### src/logic/gcs_defs.svh
// Constants for the coil scan sequencer
`ifndef GCS_DEFS_SVH
`define GCS_DEFS_SVH

// ==========================================
// Register map
`define GCS_ADDR_SSC      4'h0
`define GCS_ADDR_GER      4'h1
`define GCS_ADDR_MAG_BASE 4'h2
`define GCS_ADDR_DIR_BASE 4'h8
// ==========================================
// Scan status and control bit positions
`define GCS_BIT_IRQ_EN    7
`define GCS_BIT_FLAG      6
`define GCS_BIT_FLAG_CLR  5
`define GCS_BIT_CS_HI     4
`define GCS_BIT_CS_LO     3
`define GCS_BIT_START     2
`define GCS_BIT_AUTO      1
// ==========================================
// Reset values and counts
`define GCS_SSC_RESET     8'h00
`define GCS_GER_RESET     8'h00
`define GCS_NUM_COILS     12
`define GCS_SYNC_COIL     10
`define GCS_DIV_BASE_LOG2 9

`endif

### src/logic/gcs_pkg.sv
// Types for the coil scan sequencer
package gcs_pkg;
  typedef enum logic [1:0] {
    GCS_IDLE,
    GCS_SCAN
  } gcs_state_type;
endpackage

### src/logic/gcs_sequencer.sv
// Coil scan sequencer control, status and coil data buffering
//
// Chosen here: strobed register access and the address map.
`timescale 1ns/1ps
`include "gcs_defs.svh"

module gcs_sequencer #(
  parameter int DATA_W = 8
) (
  input  wire logic              i_sys_clk,
  input  wire logic              i_sys_rst,
  input  wire logic [3:0]        i_addr,
  input  wire logic [7:0]        i_wdata,
  input  wire logic              i_wr,
  input  wire logic              i_rd,
  output logic [7:0]             o_rdata,
  output logic                   o_irq,
  output logic [3:0]             o_coil_idx,
  output logic                   o_coil_tick,
  output logic                   o_coil_drive_en,
  output logic [DATA_W-1:0]      o_coil_mag,
  output logic                   o_coil_dir,
  output gcs_pkg::gcs_state_type o_state
);
  import gcs_pkg::*;

  // ==========================================
  // Control register
  logic        irq_en_r;
  logic        flag_r;
  logic [1:0]  clk_sel_r;
  logic        start_r;
  logic        auto_r;
  logic        flag_seen_r;
  logic [5:0]  ger_r;
  logic [11:0] div_r;
  logic        tick;
  logic [3:0]  coil_r;
  gcs_state_type state_r;
  logic        sync_hit;
  logic        wr_ssc;
  logic        start_req;
  logic [11:0] mag_wr;
  logic [11:0] dir_wr;
  logic [11:0] mag_seen_r;
  logic [5:0]  xfer;
  logic [DATA_W-1:0] mag_m_r [0:11];
  logic [DATA_W-1:0] mag_s_r [0:11];
  logic [11:0] dir_m_r;
  logic [11:0] dir_s_r;

  assign wr_ssc    = i_wr && (i_addr == `GCS_ADDR_SSC);
  // Ignored while set or in auto mode
  assign start_req = wr_ssc && i_wdata[`GCS_BIT_START] && !start_r && !auto_r;
  // Fires on the tick that moves service onto the sync coil
  assign sync_hit  = tick && (state_r == GCS_SCAN) && (coil_r == 4'(`GCS_SYNC_COIL - 1));

  always_ff @(posedge i_sys_clk) begin
    if (i_sys_rst) begin
      irq_en_r  <= 1'b0;
      clk_sel_r <= 2'b00;
      auto_r    <= 1'b0;
      ger_r     <= 6'h00;
    end else if (i_wr && i_addr == `GCS_ADDR_SSC) begin
      irq_en_r  <= i_wdata[`GCS_BIT_IRQ_EN];
      clk_sel_r <= i_wdata[`GCS_BIT_CS_HI:`GCS_BIT_CS_LO];
      auto_r    <= i_wdata[`GCS_BIT_AUTO];
    end else if (i_wr && i_addr == `GCS_ADDR_GER) begin
      ger_r     <= i_wdata[5:0];
    end
  end

  // ==========================================
  // Start bit
  always_ff @(posedge i_sys_clk) begin
    if (i_sys_rst) begin
      start_r <= 1'b0;
    end else if (sync_hit) begin
      start_r <= 1'b0;
    end else if (start_req) begin
      start_r <= 1'b1;
    end
  end

  // ==========================================
  // Sync flag; set wins over a same-cycle clear
  always_ff @(posedge i_sys_clk) begin
    if (i_sys_rst) begin
      flag_r      <= 1'b0;
      flag_seen_r <= 1'b0;
    end else if (sync_hit) begin
      flag_r      <= 1'b1;
      flag_seen_r <= flag_seen_r;
    end else if (wr_ssc && i_wdata[`GCS_BIT_FLAG_CLR] && flag_seen_r) begin
      flag_r      <= 1'b0;
      flag_seen_r <= 1'b0;
    end else if (i_rd && i_addr == `GCS_ADDR_SSC) begin
      flag_seen_r <= flag_r;
    end
  end

  assign o_irq = flag_r && irq_en_r;

  // ==========================================
  // Divider; code 11 is unsupported but still divides by 4096
  always_ff @(posedge i_sys_clk) begin
    if (i_sys_rst || tick || (state_r == GCS_IDLE)) begin
      // Held while idle so the first slot of a scan is a full one
      div_r <= 12'h000;
    end else begin
      div_r <= div_r + 12'h001;
    end
  end

  assign tick = (div_r == 12'((1 << (`GCS_DIV_BASE_LOG2 + clk_sel_r)) - 1));

  // ==========================================
  // Scan sequence
  always_ff @(posedge i_sys_clk) begin
    if (i_sys_rst) begin
      state_r <= GCS_IDLE;
      coil_r  <= 4'h0;
    end else begin
      case (state_r)
        GCS_IDLE: begin
          coil_r <= 4'h0;
          if (auto_r || start_r) begin
            state_r <= GCS_SCAN;
          end
        end
        GCS_SCAN: begin
          if (tick) begin
            if (coil_r == 4'(`GCS_NUM_COILS - 1)) begin
              coil_r <= 4'h0;
              if (!auto_r) begin
                state_r <= GCS_IDLE;
              end // otherwise wrap at once
            end else begin
              coil_r <= coil_r + 4'h1;
            end
          end
        end
        default: begin
          state_r <= GCS_IDLE;
        end
      endcase
    end
  end

  // ==========================================
  // Coil data masters, slaves and write tracking
  generate
    for (genvar g = 0; g < 6; g++) begin : g_gauge
      // A gauge loads as its first coil comes up; gauge 5 thus loads with the flag, not after it
      assign xfer[g] = auto_r && tick && (state_r == GCS_SCAN)
                       && (coil_r == 4'((2 * g + 11) % 12))
                       && mag_seen_r[2*g] && mag_seen_r[2*g+1];
    end
    for (genvar c = 0; c < 12; c++) begin : g_coil
      assign mag_wr[c] = i_wr && (i_addr == 4'(`GCS_ADDR_MAG_BASE + (c / 2))) && (i_wdata[7] == 1'(c % 2));
      assign dir_wr[c] = i_wr && (i_addr == 4'(`GCS_ADDR_DIR_BASE + (c / 2 > 3 ? 3 : c / 2)))
                         && (c / 2 <= 3);

      // Write tracking for the pair rule
      always_ff @(posedge i_sys_clk) begin
        if (i_sys_rst) begin
          mag_seen_r[c] <= 1'b0;
        end else if (mag_wr[c]) begin
          mag_seen_r[c] <= 1'b1;
        end else if (xfer[c/2]) begin
          mag_seen_r[c] <= 1'b0;
        end
      end

      // Master buffers take every write
      always_ff @(posedge i_sys_clk) begin
        if (i_sys_rst) begin
          mag_m_r[c] <= '0;
        end else if (mag_wr[c]) begin
          mag_m_r[c] <= DATA_W'(i_wdata[6:0]);
        end
      end

      always_ff @(posedge i_sys_clk) begin
        if (i_sys_rst) begin
          dir_m_r[c] <= 1'b0;
        end else if (dir_wr[c]) begin
          dir_m_r[c] <= i_wdata[c % 2];
        end
      end

      // Slaves load only at a start or a gauge boundary; a start written after sync loads them mid-scan
      always_ff @(posedge i_sys_clk) begin
        if (i_sys_rst) begin
          mag_s_r[c] <= '0;
          dir_s_r[c] <= 1'b0;
        end else if (start_req) begin
          mag_s_r[c] <= mag_m_r[c];
          dir_s_r[c] <= dir_m_r[c];
        end else if (xfer[c/2]) begin
          mag_s_r[c] <= mag_m_r[c];
          dir_s_r[c] <= dir_m_r[c];
        end
      end
    end
  endgenerate

  // ==========================================
  // Coil outputs; disabled gauges keep their slot with driver off
  always_ff @(posedge i_sys_clk) begin
    if (i_sys_rst) begin
      o_coil_mag      <= '0;
      o_coil_dir      <= 1'b0;
      o_coil_drive_en <= 1'b0;
    end else begin
      o_coil_mag      <= mag_s_r[coil_r];
      o_coil_dir      <= dir_s_r[coil_r];
      o_coil_drive_en <= (state_r == GCS_SCAN) && ger_r[coil_r[3:1]];
    end
  end

  assign o_coil_idx  = coil_r;
  assign o_coil_tick = tick && (state_r == GCS_SCAN);
  assign o_state     = state_r;

  // ==========================================
  // Read data
  always_ff @(posedge i_sys_clk) begin
    if (i_sys_rst) begin
      o_rdata <= 8'h00;
    end else if (i_rd && i_addr == `GCS_ADDR_SSC) begin
      o_rdata <= {irq_en_r, flag_r, 1'b0, clk_sel_r, start_r, auto_r, 1'b0};
    end else if (i_rd && i_addr == `GCS_ADDR_GER) begin
      o_rdata <= {2'b00, ger_r};
    end else begin
      o_rdata <= 8'h00;
    end
  end
endmodule

### config.mk
export PLATFORM = sky130hd
export DESIGN_NAME = gcs_sequencer
export DESIGN_NICKNAME = d
export VERILOG_FILES = /design/src/logic/gcs_pkg.sv /design/src/logic/gcs_sequencer.sv
export VERILOG_INCLUDE_DIRS = /design/src /design/src/logic
export SDC_FILE = /design/constraint.sdc
export NUM_CORES = 1
export LEC_CHECK = 0
export ABC_AREA = 1
export BUFFER_PORTS_ARGS = -buffer_cell sky130_fd_sc_hd__buf_2
export CORE_AREA = 2 2 190 192
export DETAILED_ROUTE_END_ITERATION = 7
export DIE_AREA = 0 0 192 194
export SYNTH_ARGS = -nofsm -noshare
export SYNTH_HDL_FRONTEND = slang
export SYNTH_SLANG_ARGS = --single-unit
### constraint.sdc
create_clock -name i_sys_clk -period 3 [get_ports i_sys_clk]
set_clock_uncertainty 0.1 [all_clocks]
set_input_delay 0.45 -clock i_sys_clk [delete_from_list [all_inputs] [get_ports i_sys_clk]]
set_output_delay 0.45 -clock i_sys_clk [all_outputs]
set_load 0.005 [all_outputs]
==> After elaboration in Yosys (flattened, before gate mapping) <==
Memory sizes are Yosys's and may differ from the RTL's. A register that Yosys moved wholly into a read port is not among the register bits.
Index checks and enable logic that the tools add are counted.
Widths: inputs -> output; s select.
{ "word_totals": {"reg_bits": 71, "mem_bits_rw": 180, "input_bits": 16, "output_inout_bits": 26, "wordCells": 360, "memories": 2} }
{ "classes": {"n_addsub": 4, "n_lt_le_gt_ge": 2, "n_eq_ne": 23, "shift": 1, "mux": 155, "bitwise": 40, "reduce_logical": 89} }
{ "mem_list": {"columns": ["memory", "depth", "width", "read_ports", "rd_clocked_by_memory_dff", "wr", "line_no", "rtl"], "rows": [
  ["mag_s_r", 12, 8, 1, 1, 12, "gcs_sequencer.sv:48", "logic [DATA_W-1:0] mag_s_r [0:11];"],
  ["mag_m_r", 12, 7, 12, 0, 12, "gcs_sequencer.sv:47", "logic [DATA_W-1:0] mag_m_r [0:11];"]
]} }
{ "op_table": {"columns": ["cell", "n"], "rows": [
  ["$mux 8", 25],
  ["$mux 1", 107],
  ["$mux 7", 12],
  ["$logic_and 1x1->1", 55],
  ["$reduce_bool 2->1", 21],
  ["$or 1x1->1", 36],
  ["$eq 4x3->1 const B", 6],
  ["$eq 4x4->1 const B", 6],
  ["$add 12x1->12 const B", 1],
  ["$eq 12x12->1", 1],
  ["$eq 4x2->1 const B", 3],
  ["$shl 1x5->12 const A", 1],
  ["$sub 12x2->12 const B", 1],
  ["$eq 4x1->1 const B", 2],
  ["$mux 2", 4],
  ["$mux 4", 2],
  ["$pmux 4 s2", 1],
  ["$mux 6", 1],
  ["$ne 2x2->1 const B", 3],
  ["$reduce_and 2->1", 3],
  ["$add 4x2->5 const A", 1],
  ["$lt 4x5->1 const B", 1],
  ["$add 4x1->4 const B", 1],
  ["$bmux 1 s4", 1],
  ["other kinds (13)", 19]
]} }

==> Logic depth before layout (Yosys ltp) <==
{ "logic_depth": {"ltp_word": 14, "ltp_mapped": 11, "mapped_depth_nobuf": 11} }

==> Least setup slack after synthesis <==
Ideal clock, no wire load.
{ "synth_path": {"path_type": "flip-flop to flip-flop", "start": "register coil_r[1], in the netlist o_coil_idx[1]", "end": "memory mag_s_r[2][0] (enable)", "setup_time_ns": 0.368, "arrival_ns": 1.737, "required_time_ns": 2.532, "slack_ns": 0.795, "path_stages_with_launch": 8, "n_path_buf": 1, "period_less_slack_ns": 2.205, "path_cell_list": "dfxtp_1 inv_1 clkbuf_1 ha_1 nand2_1 nor2_1 nand4_4 nand2_1"} }
{ "synth_rtl": {"columns": ["item", "line_no", "rtl"], "rows": [
  ["start, declared", "gcs_sequencer.sv:38", "logic [3:0] coil_r;"],
  ["start signal, assigned", "gcs_sequencer.sv:139", "coil_r <= coil_r + 4'h1;"],
  ["end, declared", "gcs_sequencer.sv:48", null]
]} }

==> Final worst setup path <==
{ "layout_path": {"start": "register div_r[0]", "end": "output port o_coil_tick"} }
{ "layout_via": {"elab_chain_len": 2} }
{ "layout_lines": {"columns": ["item", "line_no", "rtl"], "rows": [
  ["start, declared", "gcs_sequencer.sv:36", "logic [11:0] div_r;"],
  ["start signal, assigned", "gcs_sequencer.sv:111", "div_r <= div_r + 12'h001;"],
  ["$eq 12x12->1", "gcs_sequencer.sv:115", "assign tick = (div_r == 12'((1 << (`GCS_DIV_BASE_LOG2 + clk_sel_r)) - 1));"],
  ["$logic_and 1x1->1", "gcs_sequencer.sv:223", "assign o_coil_tick = tick && (state_r == GCS_SCAN);"],
  ["end, declared", "gcs_sequencer.sv:19", "output logic o_coil_tick,"]
]} }
No other way between the ends.

==> impl_results.md <==
* IO buf count at 39
* Detailed-route vias per instance at 4.79
* Worst setup path end: o_coil_tick
* Full die area at 37200 um2
* Final period utilization at 90.9%
* Initial antenna violation count at 0
* P&R area growth vs syn at 14.1%
* Antenna cell count at 0
* Synthesized instance count at 1053
* Number of distinct library cells after synthesis at 42
* Worst Hold Slack at 0.192 ns
* Tightest Hold Check Type: primary input to flop
* Hold Path Cell Cnt at 2
* Post-layout minimum cycle time at 2.73 ns
* Horizontal die dimension at 192 um
* Critical Path RT at 2.45 ns
* Layout fillers at 3591
* Final Core Density at 33.9%
* Power per standard cell area at 596 nW/um2
* Worst IR Drop VDD at 0.304 mV
* TritonCTS clock tree: done
* Max Freq at 367 MHz
* Total via count after detailed routing at 7484
* TritonRoute pass-1 iters at 5
* Total of max-cap violations at 0
* Effective utilization at floorplan at 29.7%
* Residual DRC count at 0
* Max Buffers Root-to-Sink at 3
* Remaining number of nets flagged by the antenna check after routing at 0
* Area of the mapped netlist at 10500 um2
* Layout net count at 1100
* Post-CTS Hold Buffers at 0
* Number of enable flip-flop cells after synthesis at 168
* CTS sink cnt at 243
* Wire length of the first global-routing pass at 41.0 mm
* Number of slew-limit violations in the final report at 0
* Post-synthesis sequential area ratio at 62.6%
* Summed area of non-filler cells in the final layout at 11900 um2
* Fraction of final layout cells sized beyond drive strength 1 at 13.2%
* Startpoint of the worst-slack reg-to-reg timing path: div_r[0]
* Highest-count cells in the layout ignoring fill and taps: sky130_fd_sc_hd__nand2_1, sky130_fd_sc_hd__nor2_1, sky130_fd_sc_hd__edfxtp_1
* Number of buffers inserted during clock tree synthesis at 26
* Commonest non-fill, non-tap cell in the layout: sky130_fd_sc_hd__nand2_1
* Register-to-register setup slack at 0.66 ns
* Total detailed-routing wirelength at 26.3 mm
* Clock root buffer: sky130_fd_sc_hd__clkbuf_16
* Final routed wire length divided by cell count at 16.8 um
* Number of ports placed on the die boundary at 42
* Status: finished, final reports clean
* Post-placement cell area at 11100 um2
* Synthesis Warnings at 0
* Overall track demand over capacity in global routing at 14.0%
* Clk slew on worst S/H paths at 0.06 ns
* Final count of hold timing violations at 0
* Number of cells upsized or downsized after cts at 0
* Height of the chip at 194 um
* CTS H-tree depth at 1
* Critical path capture point type: output pin
* Worst EP arrival at 2.18 ns
* Terminus of the critical flop-to-flop path: mag_s_r[5][0]
* Worst-margin pin slew at 1.10 ns
* Clock insertion delay at the later pin of the skew report at 0.53 ns
* Total half-perimeter wirelength after legalization and detailed placement at 17.5 mm
* Static power due to leakage at 4.59 nW
* Multi-input combinational cell area at 3330 um2
* Worst setup path category: flop to output pin
* Leftover overflow at the end of global routing at 0
* Core region area at 35200 um2
* Routability-driven placement congestion ratio at 0.815
* Post-CTS setup repair buffer count at 0
* Number of global-route vias before repair at 7151
* Startpoint type of the worst setup path: flop
* FFs w/ async S/R, synth at 0%
* Total area of sequential cells at 6550 um2
* Beginning of the critical path: div_r[0]
* Final-layout setup total negative slack at 0 ns
* First-iteration detailed-routing DRC count at 736
* Cell row count at 69
* RSZ-0062 raised after global routing: false
* Number of register bits inferred by synthesis at 243
* Final setup viols at 0
* Main synth FF type: sky130_fd_sc_hd__edfxtp_1
* Post-Synthesis Mean Instance Area at 9.93 um2
* Relative slew slack at 25.9%
* Largest net degree at the start of global routing at 66
* Length in cells of the worst reg-to-reg path at 8
* CP max FO at 7
power by group:
part           switching, mW  internal (mW)  total (mW)
clock                   1.32           1.76        3.07
sequential            0.0465           3.72        3.77
combinational          0.205         0.0716       0.276
cells in the mapped netlist, types with 2 or more instances:
master                     count  area share (%)
sky130_fd_sc_hd__nand2_1     178             6.4
sky130_fd_sc_hd__nor2_1      172             6.2
sky130_fd_sc_hd__edfxtp_1    168              48
sky130_fd_sc_hd__a21oi_1      92             4.4
sky130_fd_sc_hd__o21ai_0      81             3.9
sky130_fd_sc_hd__dfxtp_1      75              14
sky130_fd_sc_hd__inv_1        75             2.7
sky130_fd_sc_hd__clkbuf_1     38             1.4
sky130_fd_sc_hd__nand3_1      36             1.7
sky130_fd_sc_hd__o22ai_1      25             1.5
sky130_fd_sc_hd__a21boi_2     20             2.2
sky130_fd_sc_hd__buf_2        13            0.62
sky130_fd_sc_hd__nand4_1      11            0.66
sky130_fd_sc_hd__a21boi_0      8            0.57
sky130_fd_sc_hd__nor3_1        6            0.29
sky130_fd_sc_hd__buf_1         4            0.14
sky130_fd_sc_hd__nand4_4       4            0.81
sky130_fd_sc_hd__nor2_2        4            0.24
sky130_fd_sc_hd__buf_6         3            0.32
sky130_fd_sc_hd__ha_1          3            0.36
sky130_fd_sc_hd__inv_2         3            0.11
sky130_fd_sc_hd__nand3_4       3            0.50
sky130_fd_sc_hd__or2_2         3            0.18
sky130_fd_sc_hd__xor2_1        3            0.25
sky130_fd_sc_hd__buf_4         2            0.14
sky130_fd_sc_hd__clkinv_1      2           0.072
sky130_fd_sc_hd__nand2_2       2            0.12
sky130_fd_sc_hd__nand2_4       2            0.22
sky130_fd_sc_hd__nor2_8        2            0.38
sky130_fd_sc_hd__nor3b_1       2            0.14
sky130_fd_sc_hd__o21a_1        2            0.14
flip-flops by register name, summed over array words and instances, names as in the netlist:
name             flops
auto_r               1
clk_sel_r            2
dir_m_r              8
dir_s_r              8
div_r               12
flag_r               1
flag_seen_r          1
ger_r                6
irq_en_r             1
mag_m_r             84
mag_s_r             84
mag_seen_r          12
o_coil_dir           1
o_coil_drive_en      1
o_coil_idx           4
o_coil_mag           7
o_rdata              8
o_state              1
start_r              1
cells by family (layout without fill, tap and decap cells):
logic type	after synthesis	in the layout	share of synthesized area [%]
simple gates	430	430	18.2
flops	243	243	62.6
compound gates	231	231	12.9
buf+inv	141	188	5.55
xor+xnor	4	4	0.335
fa+ha+maj	3	3	0.359
other cells	1	2	0.0359
per-stage QoR:
step           total power, mW  worst slack (ns)  instances
6_report                  7.12             0.273       1562
5_1_grt                   7.33             0.115       1562
4_1_cts                   7.16             0.259       1562
3_5_place_dp              4.12             0.559       1514
3_3_place_gp              4.11             0.589       1514
2_1_floorplan             4.00             0.795       1054
per-layer routing:
layer | track usage [%] | share of wire [%] | vias to the layer above
met3 | 1.85 | 5.4 | 42
met4 | 3.99 | 2.5 | 0
met2 | 22.2 | 46 | 213
met5 | 0 | 0 | -
met1 | 20.0 | 46 | 3590
li1 | - | - | 3639
cell type report:
type                    count  share of cell area (%)
multi-input cells         670                    27.9
clock inverters            11                   0.556
well taps                 461                    4.83
flip-flops and latches    243                    54.9
repair buffers             59                    2.89
inverters                  81                    2.60
clock buffers              37                    6.32
critical path, cell delays in order, from the launching register on:
cell,delay (ns)
sky130_fd_sc_hd__dfxtp_1,0.35
sky130_fd_sc_hd__ha_1,0.17
sky130_fd_sc_hd__nand2_1,0.09
sky130_fd_sc_hd__nor2_2,0.12
sky130_fd_sc_hd__nand4_2,0.21
sky130_fd_sc_hd__nor2_8,0.30
sky130_fd_sc_hd__nand2_1,0.12
sky130_fd_sc_hd__inv_1,0.15
sky130_fd_sc_hd__buf_2,0.14
worst min-delay path by stage:
stage	from	to
4_1_cts	i_sys_rst	o_coil_idx[1]
6_report	i_sys_rst	o_coil_idx[1]
3_3_place_gp	div_r[0]	div_r[0]
5_1_grt	i_sys_rst	o_coil_idx[1]
3_5_place_dp	flag_r	o_rdata[6]
2_1_floorplan	div_r[0]	div_r[0]
No activity file was read; power rests on OpenSTA's default activity.
